<file path="config.mk">
export PLATFORM = sky130hd
export DESIGN_NAME = serial_rx_flow_control
export DESIGN_NICKNAME = d
export VERILOG_FILES = /design/src/serial_rx_flow_control_pkg.sv /design/src/serial_rx_flow_control.sv
export SDC_FILE = /design/constraint.sdc
export NUM_CORES = 2
export LEC_CHECK = 0
export ABC_AREA = 1
export ABC_CLOCK_PERIOD_IN_PS = 11900
export BUFFER_PORTS_ARGS = -buffer_cell sky130_fd_sc_hd__buf_2
export CAP_MARGIN = 20
export CELL_PAD_IN_SITES_DETAIL_PLACEMENT = 0
export CELL_PAD_IN_SITES_GLOBAL_PLACEMENT = 1
export CORE_AREA = 2 2 439 767
export CTS_BUF_LIST = sky130_fd_sc_hd__clkbuf_16
export DETAILED_ROUTE_END_ITERATION = 8
export DIE_AREA = 0 0 441 769
export HOLD_SLACK_MARGIN = 0.03
export MAX_ROUTING_LAYER = met4
export PLACE_DENSITY_LB_ADDON = 0.1
export SKIP_LAST_GASP = 1
export SLEW_MARGIN = 20
export SYNTH_ARGS = -nofsm -noshare
export SYNTH_HDL_FRONTEND = slang
export SYNTH_SLANG_ARGS = --single-unit
</file>
<file path="constraint.sdc">
create_clock -name clk -period 11.9 [get_ports clk]
set_input_delay 0.595 -clock clk [delete_from_list [all_inputs] [get_ports clk]]
set_output_delay 0.595 -clock clk [all_outputs]
set_load 0.03 [all_outputs]
</file>
<file path="src/serial_rx_flow_control_pkg.sv">
// Constants, types and the character table of the serial receive path.
// Assumes one 40 MHz clock and a plain register port driven by a local controller.
//
// Summary of operation
// - Both ends start at 115200 bit/s, eight data bits, no parity.
// - Line rate selectable among 4800, 9600, 19200, 38400, 57600 and 115200.
// - Host line carries host characters; return line carries display characters, flow control too.
// - Received characters queue in a 256-byte buffer that command processing drains.
// - Occupancy reaching or exceeding the high mark sends stop character 0x13.
// - Each further character queued above the high mark sends one more stop.
// - Draining continues after a stop, so occupancy falls while the host waits.
// - Occupancy dropping to the low mark sends resume character 0x11.
// - Resume goes out only while a stop is outstanding, once per episode.
// - After reset the low mark is 20 and the high mark 166.
// - Both marks can be rewritten at run time by a configuration command.
// - A character arriving with 256 bytes queued is dropped and 0xff is sent.
// - Queue is deeper than 128 bytes since a consumer peeks up to 128 ahead.
// - Peek beyond queued data while stopped sends a resume character.
// - Rate code 1 to 6, binary or ASCII digit, back to 6 (115200) at every reset.
package serial_rx_flow_control_pkg;

	////////////////////////////////////////////////////////////////////////////////
	// Timing
	localparam int CLK_HZ = 40_000_000;
	localparam int RATE_1 = 4800;
	localparam int RATE_2 = 9600;
	localparam int RATE_3 = 19200;
	localparam int RATE_4 = 38400;
	localparam int RATE_5 = 57600;
	localparam int RATE_6 = 115200;
	// Bit period in clock cycles, rounded to nearest
	localparam logic [13:0] DIV_1 = 14'((CLK_HZ + RATE_1 / 2) / RATE_1);
	localparam logic [13:0] DIV_2 = 14'((CLK_HZ + RATE_2 / 2) / RATE_2);
	localparam logic [13:0] DIV_3 = 14'((CLK_HZ + RATE_3 / 2) / RATE_3);
	localparam logic [13:0] DIV_4 = 14'((CLK_HZ + RATE_4 / 2) / RATE_4);
	localparam logic [13:0] DIV_5 = 14'((CLK_HZ + RATE_5 / 2) / RATE_5);
	localparam logic [13:0] DIV_6 = 14'((CLK_HZ + RATE_6 / 2) / RATE_6);
	localparam logic [2:0]  RATE_CODE_RST = 3'h6;

	////////////////////////////////////////////////////////////////////////////////
	// Queue and characters
	localparam int          QUEUE_DEPTH = 256;
	localparam logic [8:0]  QUEUE_FULL  = 9'h100;
	localparam logic [8:0]  LOW_RST     = 9'h014;
	localparam logic [8:0]  HIGH_RST    = 9'h0a6;
	localparam logic [7:0]  XOFF_CHAR   = 8'h13;
	localparam logic [7:0]  XON_CHAR    = 8'h11;
	localparam logic [7:0]  OVR_CHAR    = 8'hff;
	localparam logic [7:0]  ASCII_ZERO  = 8'h30;

	////////////////////////////////////////////////////////////////////////////////
	// Register offsets
	localparam logic [7:0] ADDR_RATE      = 8'h00;
	localparam logic [7:0] ADDR_LOW       = 8'h04;
	localparam logic [7:0] ADDR_HIGH      = 8'h08;
	localparam logic [7:0] ADDR_STATUS    = 8'h0c;
	localparam logic [7:0] ADDR_DATA      = 8'h10;
	localparam logic [7:0] ADDR_PEEK_IDX  = 8'h14;
	localparam logic [7:0] ADDR_PEEK_DATA = 8'h18;
	localparam logic [7:0] ADDR_TX_CHAR   = 8'h1c;

	typedef struct packed {
		logic [7:0]  addr;
		logic [31:0] wdata;
		logic        wr;
		logic        rd;
	} bus_req_t;

	typedef struct packed {
		logic       xon_pend;
		logic       xoff_out;
		logic       tx_busy;
		logic [8:0] count;
	} status_t;

	// Bit period for a rate code; illegal codes never reach here
	function automatic logic [13:0] bit_cycles(input logic [2:0] code);
		case (code)
			3'h1:    return DIV_1;
			3'h2:    return DIV_2;
			3'h3:    return DIV_3;
			3'h4:    return DIV_4;
			3'h5:    return DIV_5;
			default: return DIV_6;
		endcase
	endfunction

endpackage

</file>
<file path="src/serial_rx_flow_control.sv">
// Serial receive queue with in-band stop/resume flow control and peek support.
// Assumes rxd is already synchronous to clk and the register master never overlaps strobes.
`timescale 1ns/1ps
module serial_rx_flow_control
(
	input  wire logic                                clk,
	input  wire logic                                arst_n,
	input  wire serial_rx_flow_control_pkg::bus_req_t bus_req,
	output logic [31:0]                              rdata,
	input  wire logic                                rxd,
	output logic                                     txd
);

	typedef enum logic [3:0]
	{
		RX_IDLE  = 4'h1,
		RX_START = 4'h2,
		RX_DATA  = 4'h4,
		RX_STOP  = 4'h8
	} rx_state_t;

	typedef enum logic [1:0]
	{
		TX_IDLE  = 2'h1,
		TX_SHIFT = 2'h2
	} tx_state_t;

	rx_state_t   rx_state_reg;
	logic [13:0] rx_div_reg;
	logic [2:0]  rx_bits_reg;
	logic [7:0]  rx_shift_reg;
	logic        rx_valid_reg;
	logic [7:0]  rx_byte_reg;
	tx_state_t   tx_state_reg;
	logic [13:0] tx_div_reg;
	logic [3:0]  tx_bits_reg;
	logic [8:0]  tx_shift_reg;
	logic        txd_reg;
	logic [7:0]  mem_reg [serial_rx_flow_control_pkg::QUEUE_DEPTH];
	logic [7:0]  wr_ptr_reg;
	logic [7:0]  rd_ptr_reg;
	logic [8:0]  count_reg;
	logic [8:0]  low_reg;
	logic [8:0]  high_reg;
	logic [2:0]  rate_code_reg;
	logic [7:0]  peek_idx_reg;
	logic [7:0]  xoff_cnt_reg;
	logic [7:0]  ovr_cnt_reg;
	logic        xon_pend_reg;
	logic        xoff_out_reg;
	logic        txc_pend_reg;
	logic [7:0]  txc_data_reg;
	logic [31:0] rdata_reg;
	logic [13:0] bit_div;
	logic        push_ev;
	logic        drop_ev;
	logic        pop_ev;
	logic        xoff_req;
	logic        peek_short;
	logic        xon_req;
	logic        start_xoff;
	logic        start_ovr;
	logic        start_xon;
	logic        start_txc;
	logic [7:0]  wr_char;
	logic        rate_ok;
	serial_rx_flow_control_pkg::status_t status;

	assign rdata = rdata_reg;
	assign txd   = txd_reg;

	////////////////////////////////////////////////////////////////////////////////
	// Configuration registers
	// Rate code accepts binary 1..6 or ASCII '1'..'6'; anything else leaves the rate alone
	assign wr_char = bus_req.wdata[7:0];
	assign rate_ok = (wr_char >= 8'h01 && wr_char <= 8'h06)
		|| (wr_char >= 8'h31 && wr_char <= 8'h36);
	assign bit_div = serial_rx_flow_control_pkg::bit_cycles(rate_code_reg);

	// Nonvolatile storage of the rate lives outside; firmware rewrites the code after power-up
	always_ff @(posedge clk or negedge arst_n)
	begin
		if (!arst_n)
			rate_code_reg <= serial_rx_flow_control_pkg::RATE_CODE_RST;
		else if (bus_req.wr && bus_req.addr == serial_rx_flow_control_pkg::ADDR_RATE && rate_ok)
			rate_code_reg <= wr_char[2:0];
	end

	// Water marks, rewritten by the command interpreter
	always_ff @(posedge clk or negedge arst_n)
	begin
		if (!arst_n)
		begin
			low_reg  <= serial_rx_flow_control_pkg::LOW_RST;
			high_reg <= serial_rx_flow_control_pkg::HIGH_RST;
		end
		else if (bus_req.wr)
		begin
			if (bus_req.addr == serial_rx_flow_control_pkg::ADDR_LOW)
				low_reg <= bus_req.wdata[8:0];
			if (bus_req.addr == serial_rx_flow_control_pkg::ADDR_HIGH)
				high_reg <= bus_req.wdata[8:0];
		end
	end

	////////////////////////////////////////////////////////////////////////////////
	// Receiver: half-bit start check, then sample mid-bit
	always_ff @(posedge clk or negedge arst_n)
	begin
		if (!arst_n)
		begin
			rx_state_reg <= RX_IDLE;
			rx_div_reg   <= 14'h0000;
			rx_bits_reg  <= 3'h0;
			rx_shift_reg <= 8'h00;
			rx_valid_reg <= 1'b0;
			rx_byte_reg  <= 8'h00;
		end
		else
		begin
			rx_valid_reg <= 1'b0;
			if (rx_state_reg != RX_IDLE && rx_div_reg != 14'h0000)
				rx_div_reg <= rx_div_reg - 14'h0001;
			unique case (rx_state_reg)
				RX_IDLE:
					if (!rxd)
					begin
						rx_state_reg <= RX_START;
						rx_div_reg   <= {1'b0, bit_div[13:1]};
					end
				RX_START:
					if (rx_div_reg == 14'h0000)
					begin
						rx_state_reg <= rxd ? RX_IDLE : RX_DATA; // Glitch rejection
						rx_div_reg   <= bit_div - 14'h0001;
						rx_bits_reg  <= 3'h0;
					end
				RX_DATA:
					if (rx_div_reg == 14'h0000)
					begin
						rx_shift_reg <= {rxd, rx_shift_reg[7:1]};
						rx_bits_reg  <= rx_bits_reg + 3'h1;
						rx_div_reg   <= bit_div - 14'h0001;
						if (rx_bits_reg == 3'h7)
							rx_state_reg <= RX_STOP;
					end
				RX_STOP:
					if (rx_div_reg == 14'h0000)
					begin
						rx_state_reg <= RX_IDLE;
						rx_valid_reg <= rxd; // Framing errors are dropped silently
						rx_byte_reg  <= rx_shift_reg;
					end
			endcase
		end
	end

	////////////////////////////////////////////////////////////////////////////////
	// Receive queue
	assign push_ev = rx_valid_reg && count_reg != serial_rx_flow_control_pkg::QUEUE_FULL;
	assign drop_ev = rx_valid_reg && count_reg == serial_rx_flow_control_pkg::QUEUE_FULL;
	assign pop_ev  = bus_req.rd && bus_req.addr == serial_rx_flow_control_pkg::ADDR_DATA
		&& count_reg != 9'h000;

	always_ff @(posedge clk)
	begin
		if (push_ev)
			mem_reg[wr_ptr_reg] <= rx_byte_reg;
	end

	always_ff @(posedge clk or negedge arst_n)
	begin
		if (!arst_n)
		begin
			wr_ptr_reg <= 8'h00;
			rd_ptr_reg <= 8'h00;
			count_reg  <= 9'h000;
		end
		else
		begin
			if (push_ev)
				wr_ptr_reg <= wr_ptr_reg + 8'h01;
			if (pop_ev)
				rd_ptr_reg <= rd_ptr_reg + 8'h01;
			count_reg <= count_reg + {8'h00, push_ev} - {8'h00, pop_ev};
		end
	end

	// Look-ahead index for the peek window
	always_ff @(posedge clk or negedge arst_n)
	begin
		if (!arst_n)
			peek_idx_reg <= 8'h00;
		else if (bus_req.wr && bus_req.addr == serial_rx_flow_control_pkg::ADDR_PEEK_IDX)
			peek_idx_reg <= wr_char;
	end

	////////////////////////////////////////////////////////////////////////////////
	// Flow-control decisions
	assign xoff_req   = push_ev && (count_reg + 9'h001) >= high_reg;
	assign peek_short = bus_req.wr && bus_req.addr == serial_rx_flow_control_pkg::ADDR_PEEK_IDX
		&& count_reg <= {1'b0, wr_char};
	// Level test keeps one resume per episode: the flag falls as the resume leaves
	assign xon_req = xoff_out_reg && !xon_pend_reg
		&& (count_reg <= low_reg || peek_short);

	// Transmit priority: stop, overrun marker, resume, then software characters
	assign start_xoff = tx_state_reg == TX_IDLE && xoff_cnt_reg != 8'h00;
	assign start_ovr  = tx_state_reg == TX_IDLE && xoff_cnt_reg == 8'h00 && ovr_cnt_reg != 8'h00;
	assign start_xon  = tx_state_reg == TX_IDLE && xoff_cnt_reg == 8'h00 && ovr_cnt_reg == 8'h00
		&& xon_pend_reg;
	assign start_txc  = tx_state_reg == TX_IDLE && xoff_cnt_reg == 8'h00 && ovr_cnt_reg == 8'h00
		&& !xon_pend_reg && txc_pend_reg;

	// Pending counts saturate; a request and a send in one cycle cancel out
	always_ff @(posedge clk or negedge arst_n)
	begin
		if (!arst_n)
		begin
			xoff_cnt_reg <= 8'h00;
			ovr_cnt_reg  <= 8'h00;
		end
		else
		begin
			if (xoff_req && !start_xoff && xoff_cnt_reg != 8'hff)
				xoff_cnt_reg <= xoff_cnt_reg + 8'h01;
			else if (!xoff_req && start_xoff)
				xoff_cnt_reg <= xoff_cnt_reg - 8'h01;
			if (drop_ev && !start_ovr && ovr_cnt_reg != 8'hff)
				ovr_cnt_reg <= ovr_cnt_reg + 8'h01;
			else if (!drop_ev && start_ovr)
				ovr_cnt_reg <= ovr_cnt_reg - 8'h01;
		end
	end

	// Resume request and outstanding-stop flag
	always_ff @(posedge clk or negedge arst_n)
	begin
		if (!arst_n)
		begin
			xon_pend_reg <= 1'b0;
			xoff_out_reg <= 1'b0;
		end
		else
		begin
			if (xon_req)
				xon_pend_reg <= 1'b1;
			else if (start_xon)
				xon_pend_reg <= 1'b0;
			if (start_xoff)
				xoff_out_reg <= 1'b1;
			else if (start_xon)
				xoff_out_reg <= 1'b0;
		end
	end

	// Software character for the return line, held until the transmitter takes it
	always_ff @(posedge clk or negedge arst_n)
	begin
		if (!arst_n)
		begin
			txc_pend_reg <= 1'b0;
			txc_data_reg <= 8'h00;
		end
		else if (bus_req.wr && bus_req.addr == serial_rx_flow_control_pkg::ADDR_TX_CHAR)
		begin
			txc_pend_reg <= 1'b1;
			txc_data_reg <= wr_char;
		end
		else if (start_txc)
			txc_pend_reg <= 1'b0;
	end

	////////////////////////////////////////////////////////////////////////////////
	// Transmitter: start bit, eight data LSB first, stop bit
	always_ff @(posedge clk or negedge arst_n)
	begin
		if (!arst_n)
		begin
			tx_state_reg <= TX_IDLE;
			tx_div_reg   <= 14'h0000;
			tx_bits_reg  <= 4'h0;
			tx_shift_reg <= 9'h1ff;
			txd_reg      <= 1'b1;
		end
		else
		begin
			unique case (tx_state_reg)
				TX_IDLE:
					if (start_xoff || start_ovr || start_xon || start_txc)
					begin
						tx_state_reg <= TX_SHIFT;
						txd_reg      <= 1'b0;
						tx_div_reg   <= bit_div - 14'h0001;
						tx_bits_reg  <= 4'h9;
						if (start_xoff)
							tx_shift_reg <= {1'b1, serial_rx_flow_control_pkg::XOFF_CHAR};
						else if (start_ovr)
							tx_shift_reg <= {1'b1, serial_rx_flow_control_pkg::OVR_CHAR};
						else if (start_xon)
							tx_shift_reg <= {1'b1, serial_rx_flow_control_pkg::XON_CHAR};
						else
							tx_shift_reg <= {1'b1, txc_data_reg};
					end
				TX_SHIFT:
					if (tx_div_reg != 14'h0000)
						tx_div_reg <= tx_div_reg - 14'h0001;
					else if (tx_bits_reg == 4'h0)
						tx_state_reg <= TX_IDLE;
					else
					begin
						txd_reg      <= tx_shift_reg[0];
						tx_shift_reg <= {1'b1, tx_shift_reg[8:1]};
						tx_bits_reg  <= tx_bits_reg - 4'h1;
						tx_div_reg   <= bit_div - 14'h0001;
					end
			endcase
		end
	end

	////////////////////////////////////////////////////////////////////////////////
	// Register read port; data stand one cycle only
	assign status = '{xon_pend: xon_pend_reg, xoff_out: xoff_out_reg,
		tx_busy: tx_state_reg != TX_IDLE, count: count_reg};

	always_ff @(posedge clk or negedge arst_n)
	begin
		if (!arst_n)
			rdata_reg <= 32'h0000_0000;
		else if (!bus_req.rd)
			rdata_reg <= 32'h0000_0000;
		else
			case (bus_req.addr)
				serial_rx_flow_control_pkg::ADDR_RATE:      rdata_reg <= {29'h0, rate_code_reg};
				serial_rx_flow_control_pkg::ADDR_LOW:       rdata_reg <= {23'h0, low_reg};
				serial_rx_flow_control_pkg::ADDR_HIGH:      rdata_reg <= {23'h0, high_reg};
				serial_rx_flow_control_pkg::ADDR_STATUS:    rdata_reg <= {20'h0, status};
				serial_rx_flow_control_pkg::ADDR_DATA:
					rdata_reg <= pop_ev ? {24'h0, mem_reg[rd_ptr_reg]} : 32'h0000_0000;
				serial_rx_flow_control_pkg::ADDR_PEEK_IDX:  rdata_reg <= {24'h0, peek_idx_reg};
				serial_rx_flow_control_pkg::ADDR_PEEK_DATA:
					rdata_reg <= {24'h0, mem_reg[rd_ptr_reg + peek_idx_reg]};
				default:                                    rdata_reg <= 32'h0000_0000;
			endcase
	end
endmodule

</file>
== Word level (Yosys, flattened, before mapping) ==
Memory sizes are Yosys's and may differ from the RTL's.
Index checks and enable logic that the tools add are counted.

* Add/subtract/negate cells: 15
* Magnitude comparators: 7
* Equality and inequality tests: 35
* Mux-type cells: 54
* Reductions and logical operators: 64

{| class="wikitable"
|+ Operators by type and width
! cell !! count
|-
| $mux 14 || 6
|-
| $pmux 12 s7 || 1
|-
| $pmux 14 s5 || 1
|-
| $mux 8 || 8
|-
| $pmux 14 s2 || 2
|-
| $sub 14x1->14 const B || 3
|-
| $add 8x1->8 const B || 4
|-
| $eq 8x5->1 const B || 4
|-
| $mux 4 || 8
|-
| $logic_and 1x1->1 || 28
|-
| $reduce_bool 14->1 || 2
|-
| $mux 9 || 3
|-
| $logic_not 8->1 || 3
|-
| $pmux 9 s2 || 1
|-
| $eq 8x4->1 const B || 2
|-
| $ne 2x2->1 const B || 8
|-
| $ne 8x8->1 const B || 2
|-
| $pmux 4 s4 || 1
|-
| $reduce_bool 8->1 || 2
|-
| $sub 8x1->8 const B || 2
|-
| $logic_not 14->1 || 1
|-
| $mux 1 || 12
|-
| $mux 12 || 1
|-
| $reduce_bool 2->1 || 6
|-
| 42 further kinds || 64
|}

* Flip-flop bits (word level): 181
* Memory bits (writable): 2048
* Input bits: 45
* Output and inout port bits: 33
* Logic and storage cells: 201
* Memories kept: 1

{| class="wikitable"
|+ Memories
! name !! words !! width !! rd ports !! clocked after Yosys merged registers in !! write ports !! RTL line !! source
|-
| mem_reg || 256 || 8 || 2 || 0 || 1 || serial_rx_flow_control.sv:39 || <nowiki>logic [7:0] mem_reg [serial_rx_flow_control_pkg::QUEUE_DEPTH];</nowiki>
|}

== Depth between registers and ports, before layout ==
* Depth in word-level cells: 9
* Gate-level depth with buffers: 21
* Depth with buffers taken out: 21

== Worst setup path after synthesis ==
Ideal clock, no wire load.

* Path type: register -> register
* Start: register rx_byte_reg[1]
* End: memory mem_reg[0][1], data pin
* Setup time: 804 ps
* Arrival time: 3183 ps
* Required time: 11096 ps
* Slack: 7913 ps
* Cell stages (with the launch flop): 1
* Buffers on the path: 0
* Period minus slack after synthesis: 3987 ps
* Path through: dfrtp_1

{| class="wikitable"
|+ RTL lines
! what !! RTL line !! source
|-
| from (decl) || serial_rx_flow_control.sv:33 || <nowiki>logic [7:0] rx_byte_reg;</nowiki>
|-
| from (signal assigned) || serial_rx_flow_control.sv:152 || <nowiki>rx_byte_reg <= rx_shift_reg;</nowiki>
|-
| to (decl) || serial_rx_flow_control.sv:39 ||
|}

Straight into the memory's write port.

== Worst setup path in the final report ==
* Start: register rd_ptr_reg[0]
* End: register rdata_reg[1], in the netlist rdata[1]

* Cells in the longest elaborated chain, start to end: 4
* Elaborated cells between the ends (all ways): 5
* Classes of those cells: add/sub: 1; mux: 3; memory: 1

{| class="wikitable"
|+ RTL lines
! what !! RTL line !! source
|-
| from (decl) || serial_rx_flow_control.sv:41 || <nowiki>logic [7:0] rd_ptr_reg;</nowiki>
|-
| from (signal assigned) || serial_rx_flow_control.sv:184 || <nowiki>rd_ptr_reg <= rd_ptr_reg + 8'h01;</nowiki>
|-
| $add 8x8->8 or $mem_v2 256x8 (tied branches) || - ||
|-
| $mem_v2 256x8 * || - ||
|-
| $pmux 12 s7 * || serial_rx_flow_control.sv:333 || <nowiki>case (bus_req.addr)</nowiki>
|-
| $mux 12 * || serial_rx_flow_control.sv:330 || <nowiki>else if (!bus_req.rd)</nowiki>
|-
| to (signal assigned) || serial_rx_flow_control.sv:334 || <nowiki>serial_rx_flow_control_pkg::ADDR_RATE: rdata_reg <= {29'h0, rate_code_reg};</nowiki>
|-
| to (signal assigned) || serial_rx_flow_control.sv:335 || <nowiki>serial_rx_flow_control_pkg::ADDR_LOW: rdata_reg <= {23'h0, low_reg};</nowiki>
|-
| to (signal assigned) || serial_rx_flow_control.sv:342 || <nowiki>rdata_reg <= {24'h0, mem_reg[rd_ptr_reg + peek_idx_reg]};</nowiki>
|-
| to (decl) || serial_rx_flow_control.sv:53 || <nowiki>logic [31:0] rdata_reg;</nowiki>
|}

Every way passes the cells marked *; elsewhere a longest branch is shown, timed or not.
A chain may end at the register's enable or synchronous reset.

==> flow_metrics.py <==
metrics = {
    "outcome": {
        "status": "finished clean",
    },
    "detailed_routing": {
        "wl_per_cell_um": 27.7,
        "dr_total_vias": 98000,
        "drc": 0,
        "postRouteAntennaNets": 0,
        "wirelength_mm": 493,
        "firstDrtPassIters": 6,
        "viasPerCell": 5.51,
        "drtIter0Drc": 9142,
    },
    "layout": {
        "finalNetCount": 13400,
        "largest_register_ffs": 2048,
        "final_common_cell": "nand2_1",
        "final_cell_mix": "4294 x nand2_1, 2048 x edfxtp_1, 1928 x nand3_1, 1082 x o21ai_0, 1049 x inv_1",
        "drive_gt1_share_pct": 5.05,
        "syn2layout_area_growth_pct": 9.31,
        "fillerInstances": 33200,
        "final_util_pct": 38.2,
    },
    "setup_path": {
        "path_max_fanout": 114,
        "crit_path_start_kind": "flop",
        "end_kind": "flop",
        "path_class": "reg2reg",
        "cp_slowest_cell": "fa_4",
        "slowest_delay_ps": 1220,
        "crit_arrival_ps": 7220,
        "crit_required_ps": 12700,
        "path_cells": "ha_4 > fa_4 > buf_12 > buf_4 > nand3_1 > nand2_1 > nand2_1 > nand3_1 > nand3_1 > nand3_1 > nand3_1 > nand2_1 > nand2_1 > nand2_1 > nor2_1 > nor2_1 > nor2_1",
    },
    "logic_synthesis": {
        "yosysWarnings": 0,
        "syn_area_per_cell_um2": 8.49,
        "yosysUniqueCellTypes": 56,
        "netlist_area_mm2": 0.116,
        "syn_inst": 13700,
        "synth-seq-cells": 2208,
        "seq_area_frac_synth_pct": 56.4,
    },
    "sta": {
        "skew_ps": 42.4,
        "maxClockFrequency_ghz": 0.156,
        "timing_worst_slew_pin_value_ps": 1200,
        "setup_viol": 0,
        "hold_viol": 0,
        "slew-limit-headroom_pct": 19.5,
        "setup_tns_ps": 0,
        "slew_violations": 0,
        "min_period_ps": 6420,
        "post-route-period-util_pct": 54.0,
        "rsz0062_at_grt": "false",
    },
    "pwr": {
        "combPwrFrac_pct": 25.3,
        "pwr-share-clk_pct": 34.7,
        "internal-power_w": 0.0137,
        "p_leak_nw": 52.0,
        "power_frac_seq_pct": 40.1,
        "p_sw_w": 0.00742,
        "pwr_density_cell_mw_per_mm2": 166,
        "ir_worst_vdd_mv": 0.147,
        "netSwitchingFraction_pct": 35.2,
    },
    "clock_network": {
        "htreeDepth": 4,
        "clock_latency_ps": 960,
        "post_cts_buffers": 0,
        "tritoncts": "yes",
        "cts_buffer_depth": 4,
        "numCtsBuffers": 230,
        "clk_pin_slew_ps": 70,
        "cts_root_buf": "clkbuf_16",
        "cts.sinks": 2208,
    },
    "floorplan": {
        "start_util_pct": 34.9,
        "fp.dieH_um": 769,
        "core_area_mm2": 0.332,
        "fp.dieW_um": 441,
        "dieArea_mm2": 0.339,
        "ioPinCount": 78,
        "rows": 280,
    },
    "place": {
        "gp_congestion": 0.903,
        "dp_hpwl_mm": 301,
        "io_buffers": 34,
    },
    "flow_run": {
        "drv_cap": 0,
    },
    "global_route": {
        "grt_pass1_wl_mm": 696,
        "antenna_found_initial": 13,
        "grt_pass1_vias": 95300,
        "overflow": 0,
        "grt_start_max_net_pins": 178,
        "track_usage_pct": 29.3,
    },
    "hold_path": {
        "hp-class": "in2reg",
    },
}
[power groups by stage]
stage / logic [W] / registers (W) / clock network [W]
6_report: 0.00533 / 0.00845 / 0.00731
5_1_grt: 0.00568 / 0.00845 / 0.00767
4_1_cts: 0.00530 / 0.00845 / 0.00743
3_5_place_dp: 0.00528 / 0.00862 / 0
3_3_place_gp: 0.00526 / 0.00862 / 0
2_1_floorplan: 0.00310 / 0.00858 / 0
[layout make-up]
type	instances	area, um2	share of cell area (%)
multi-input cells	9505	42600	33.5
well taps	4371	5470	4.31
repair buffers	243	2080	1.64
flip-flops and latches	2208	65600	51.7
diodes	6	15.0	0.0118
clock buffers	233	5830	4.59
clock inverters	180	1430	1.13
inverters	1034	3950	3.11
[cell usage after synthesis (all sizes together)]
| library cell | instances | area share, % |
|---|---|---|
| o21bai | 2 | 0.013 |
| a31oi | 5 | 0.027 |
| dfrtp | 141 | 3.0 |
| o2111ai | 3 | 0.023 |
| a32oi | 1 | 0.0075 |
| a221oi | 5 | 0.038 |
| o221ai | 11 | 0.083 |
| or2 | 13 | 0.070 |
| edfxtp | 2048 | 53 |
| xnor2 | 6 | 0.058 |
| a311oi | 1 | 0.0075 |
| nor4 | 5 | 0.032 |
| o311ai | 3 | 0.023 |
| a22o | 1 | 0.0075 |
| clkinv | 8 | 0.026 |
| nand4 | 32 | 0.17 |
| o32ai | 1 | 0.0075 |
| buf | 686 | 2.9 |
| o21a | 3 | 0.019 |
| a32o | 2 | 0.017 |
| nand2 | 4299 | 14 |
| nor2 | 1067 | 3.5 |
| a22oi | 4 | 0.026 |
| o22ai | 16 | 0.086 |
| nand3 | 1934 | 8.3 |
| o211ai | 134 | 0.87 |
| clkbuf | 257 | 0.83 |
| or3 | 1 | 0.0054 |
| nor3 | 29 | 0.13 |
| o21ai | 1097 | 4.7 |
| and3 | 3 | 0.016 |
| inv | 1026 | 3.3 |
| a21o | 1 | 0.0065 |
| nand3b | 1 | 0.0065 |
| dfstp | 19 | 0.43 |
| conb | 1 | 0.0032 |
| a21oi | 659 | 2.8 |
| o31ai | 4 | 0.026 |
| mux2 | 2 | 0.019 |
| xor2 | 53 | 0.41 |
| fa | 4 | 0.069 |
| ha | 81 | 0.87 |
| a211oi | 2 | 0.013 |
[metal layers]
| layer | routed length (um) | track usage, % |
|---|---|---|
| met1 | 181000 | 32.5 |
| met4 | 37900 | 18.8 |
| met3 | 26600 | 2.97 |
| met5 | 0 | - |
| met2 | 248000 | 50.0 |
[critical path: cells and delay by family (launching register included)]
family | cells | cell delay [ps]
buf+inv | 2 | 1290
fa+ha+maj | 2 | 1520
flops | 1 | 720
simple gates | 13 | 2430
[logic make-up after synthesis]
kind of cell | after synthesis | share of synthesized area (%)
xor+xnor | 59 | 0.471
simple gates | 7384 | 26.1
compound gates | 1955 | 8.88
fa+ha+maj | 85 | 0.942
other cells | 1 | 0.00323
mux | 2 | 0.0194
buf+inv | 1977 | 7.12
flops | 2208 | 56.4
[worst paths after layout]
path | to | slack [ps] | from | depth (start not counted)
min in group asynchronous | rx_div_reg[3] | 320 | arst_n | 2
max | rdata[1] | 5480 | rd_ptr_reg[0] | 17
max reg2reg | rdata[1] | 5480 | rd_ptr_reg[0] | 17
max in group asynchronous | rx_byte_reg[7] | 10000 | arst_n | 3
min | peek_idx_reg[7] | 120 | bus_req[9] | 3
min reg2reg | tx_shift_reg[3] | 490 | tx_shift_reg[3] | 2
[through the flow]
stage                     worst slack (ps)  hold slack [ps]  total power [W]  cell area, um2  instances
after CTS                             5590             82.8           0.0212          127000      17800
final                                 5480              116           0.0211          127000      17800
after detailed placement              5600              473           0.0139          120000      17300
after global placement                5620              466           0.0139          119000      17300
after floorplan                       7910              299           0.0117          116000      13700
after global routing                  5430              137           0.0218          127000      17800
[what timing repair did]
action,CTS,global route
gates resized for setup,0,0
hold buffers,8,0
hold endpoints to repair,90,0
setup endpoints to repair,0,0
(Power assumes the default switching activity.)
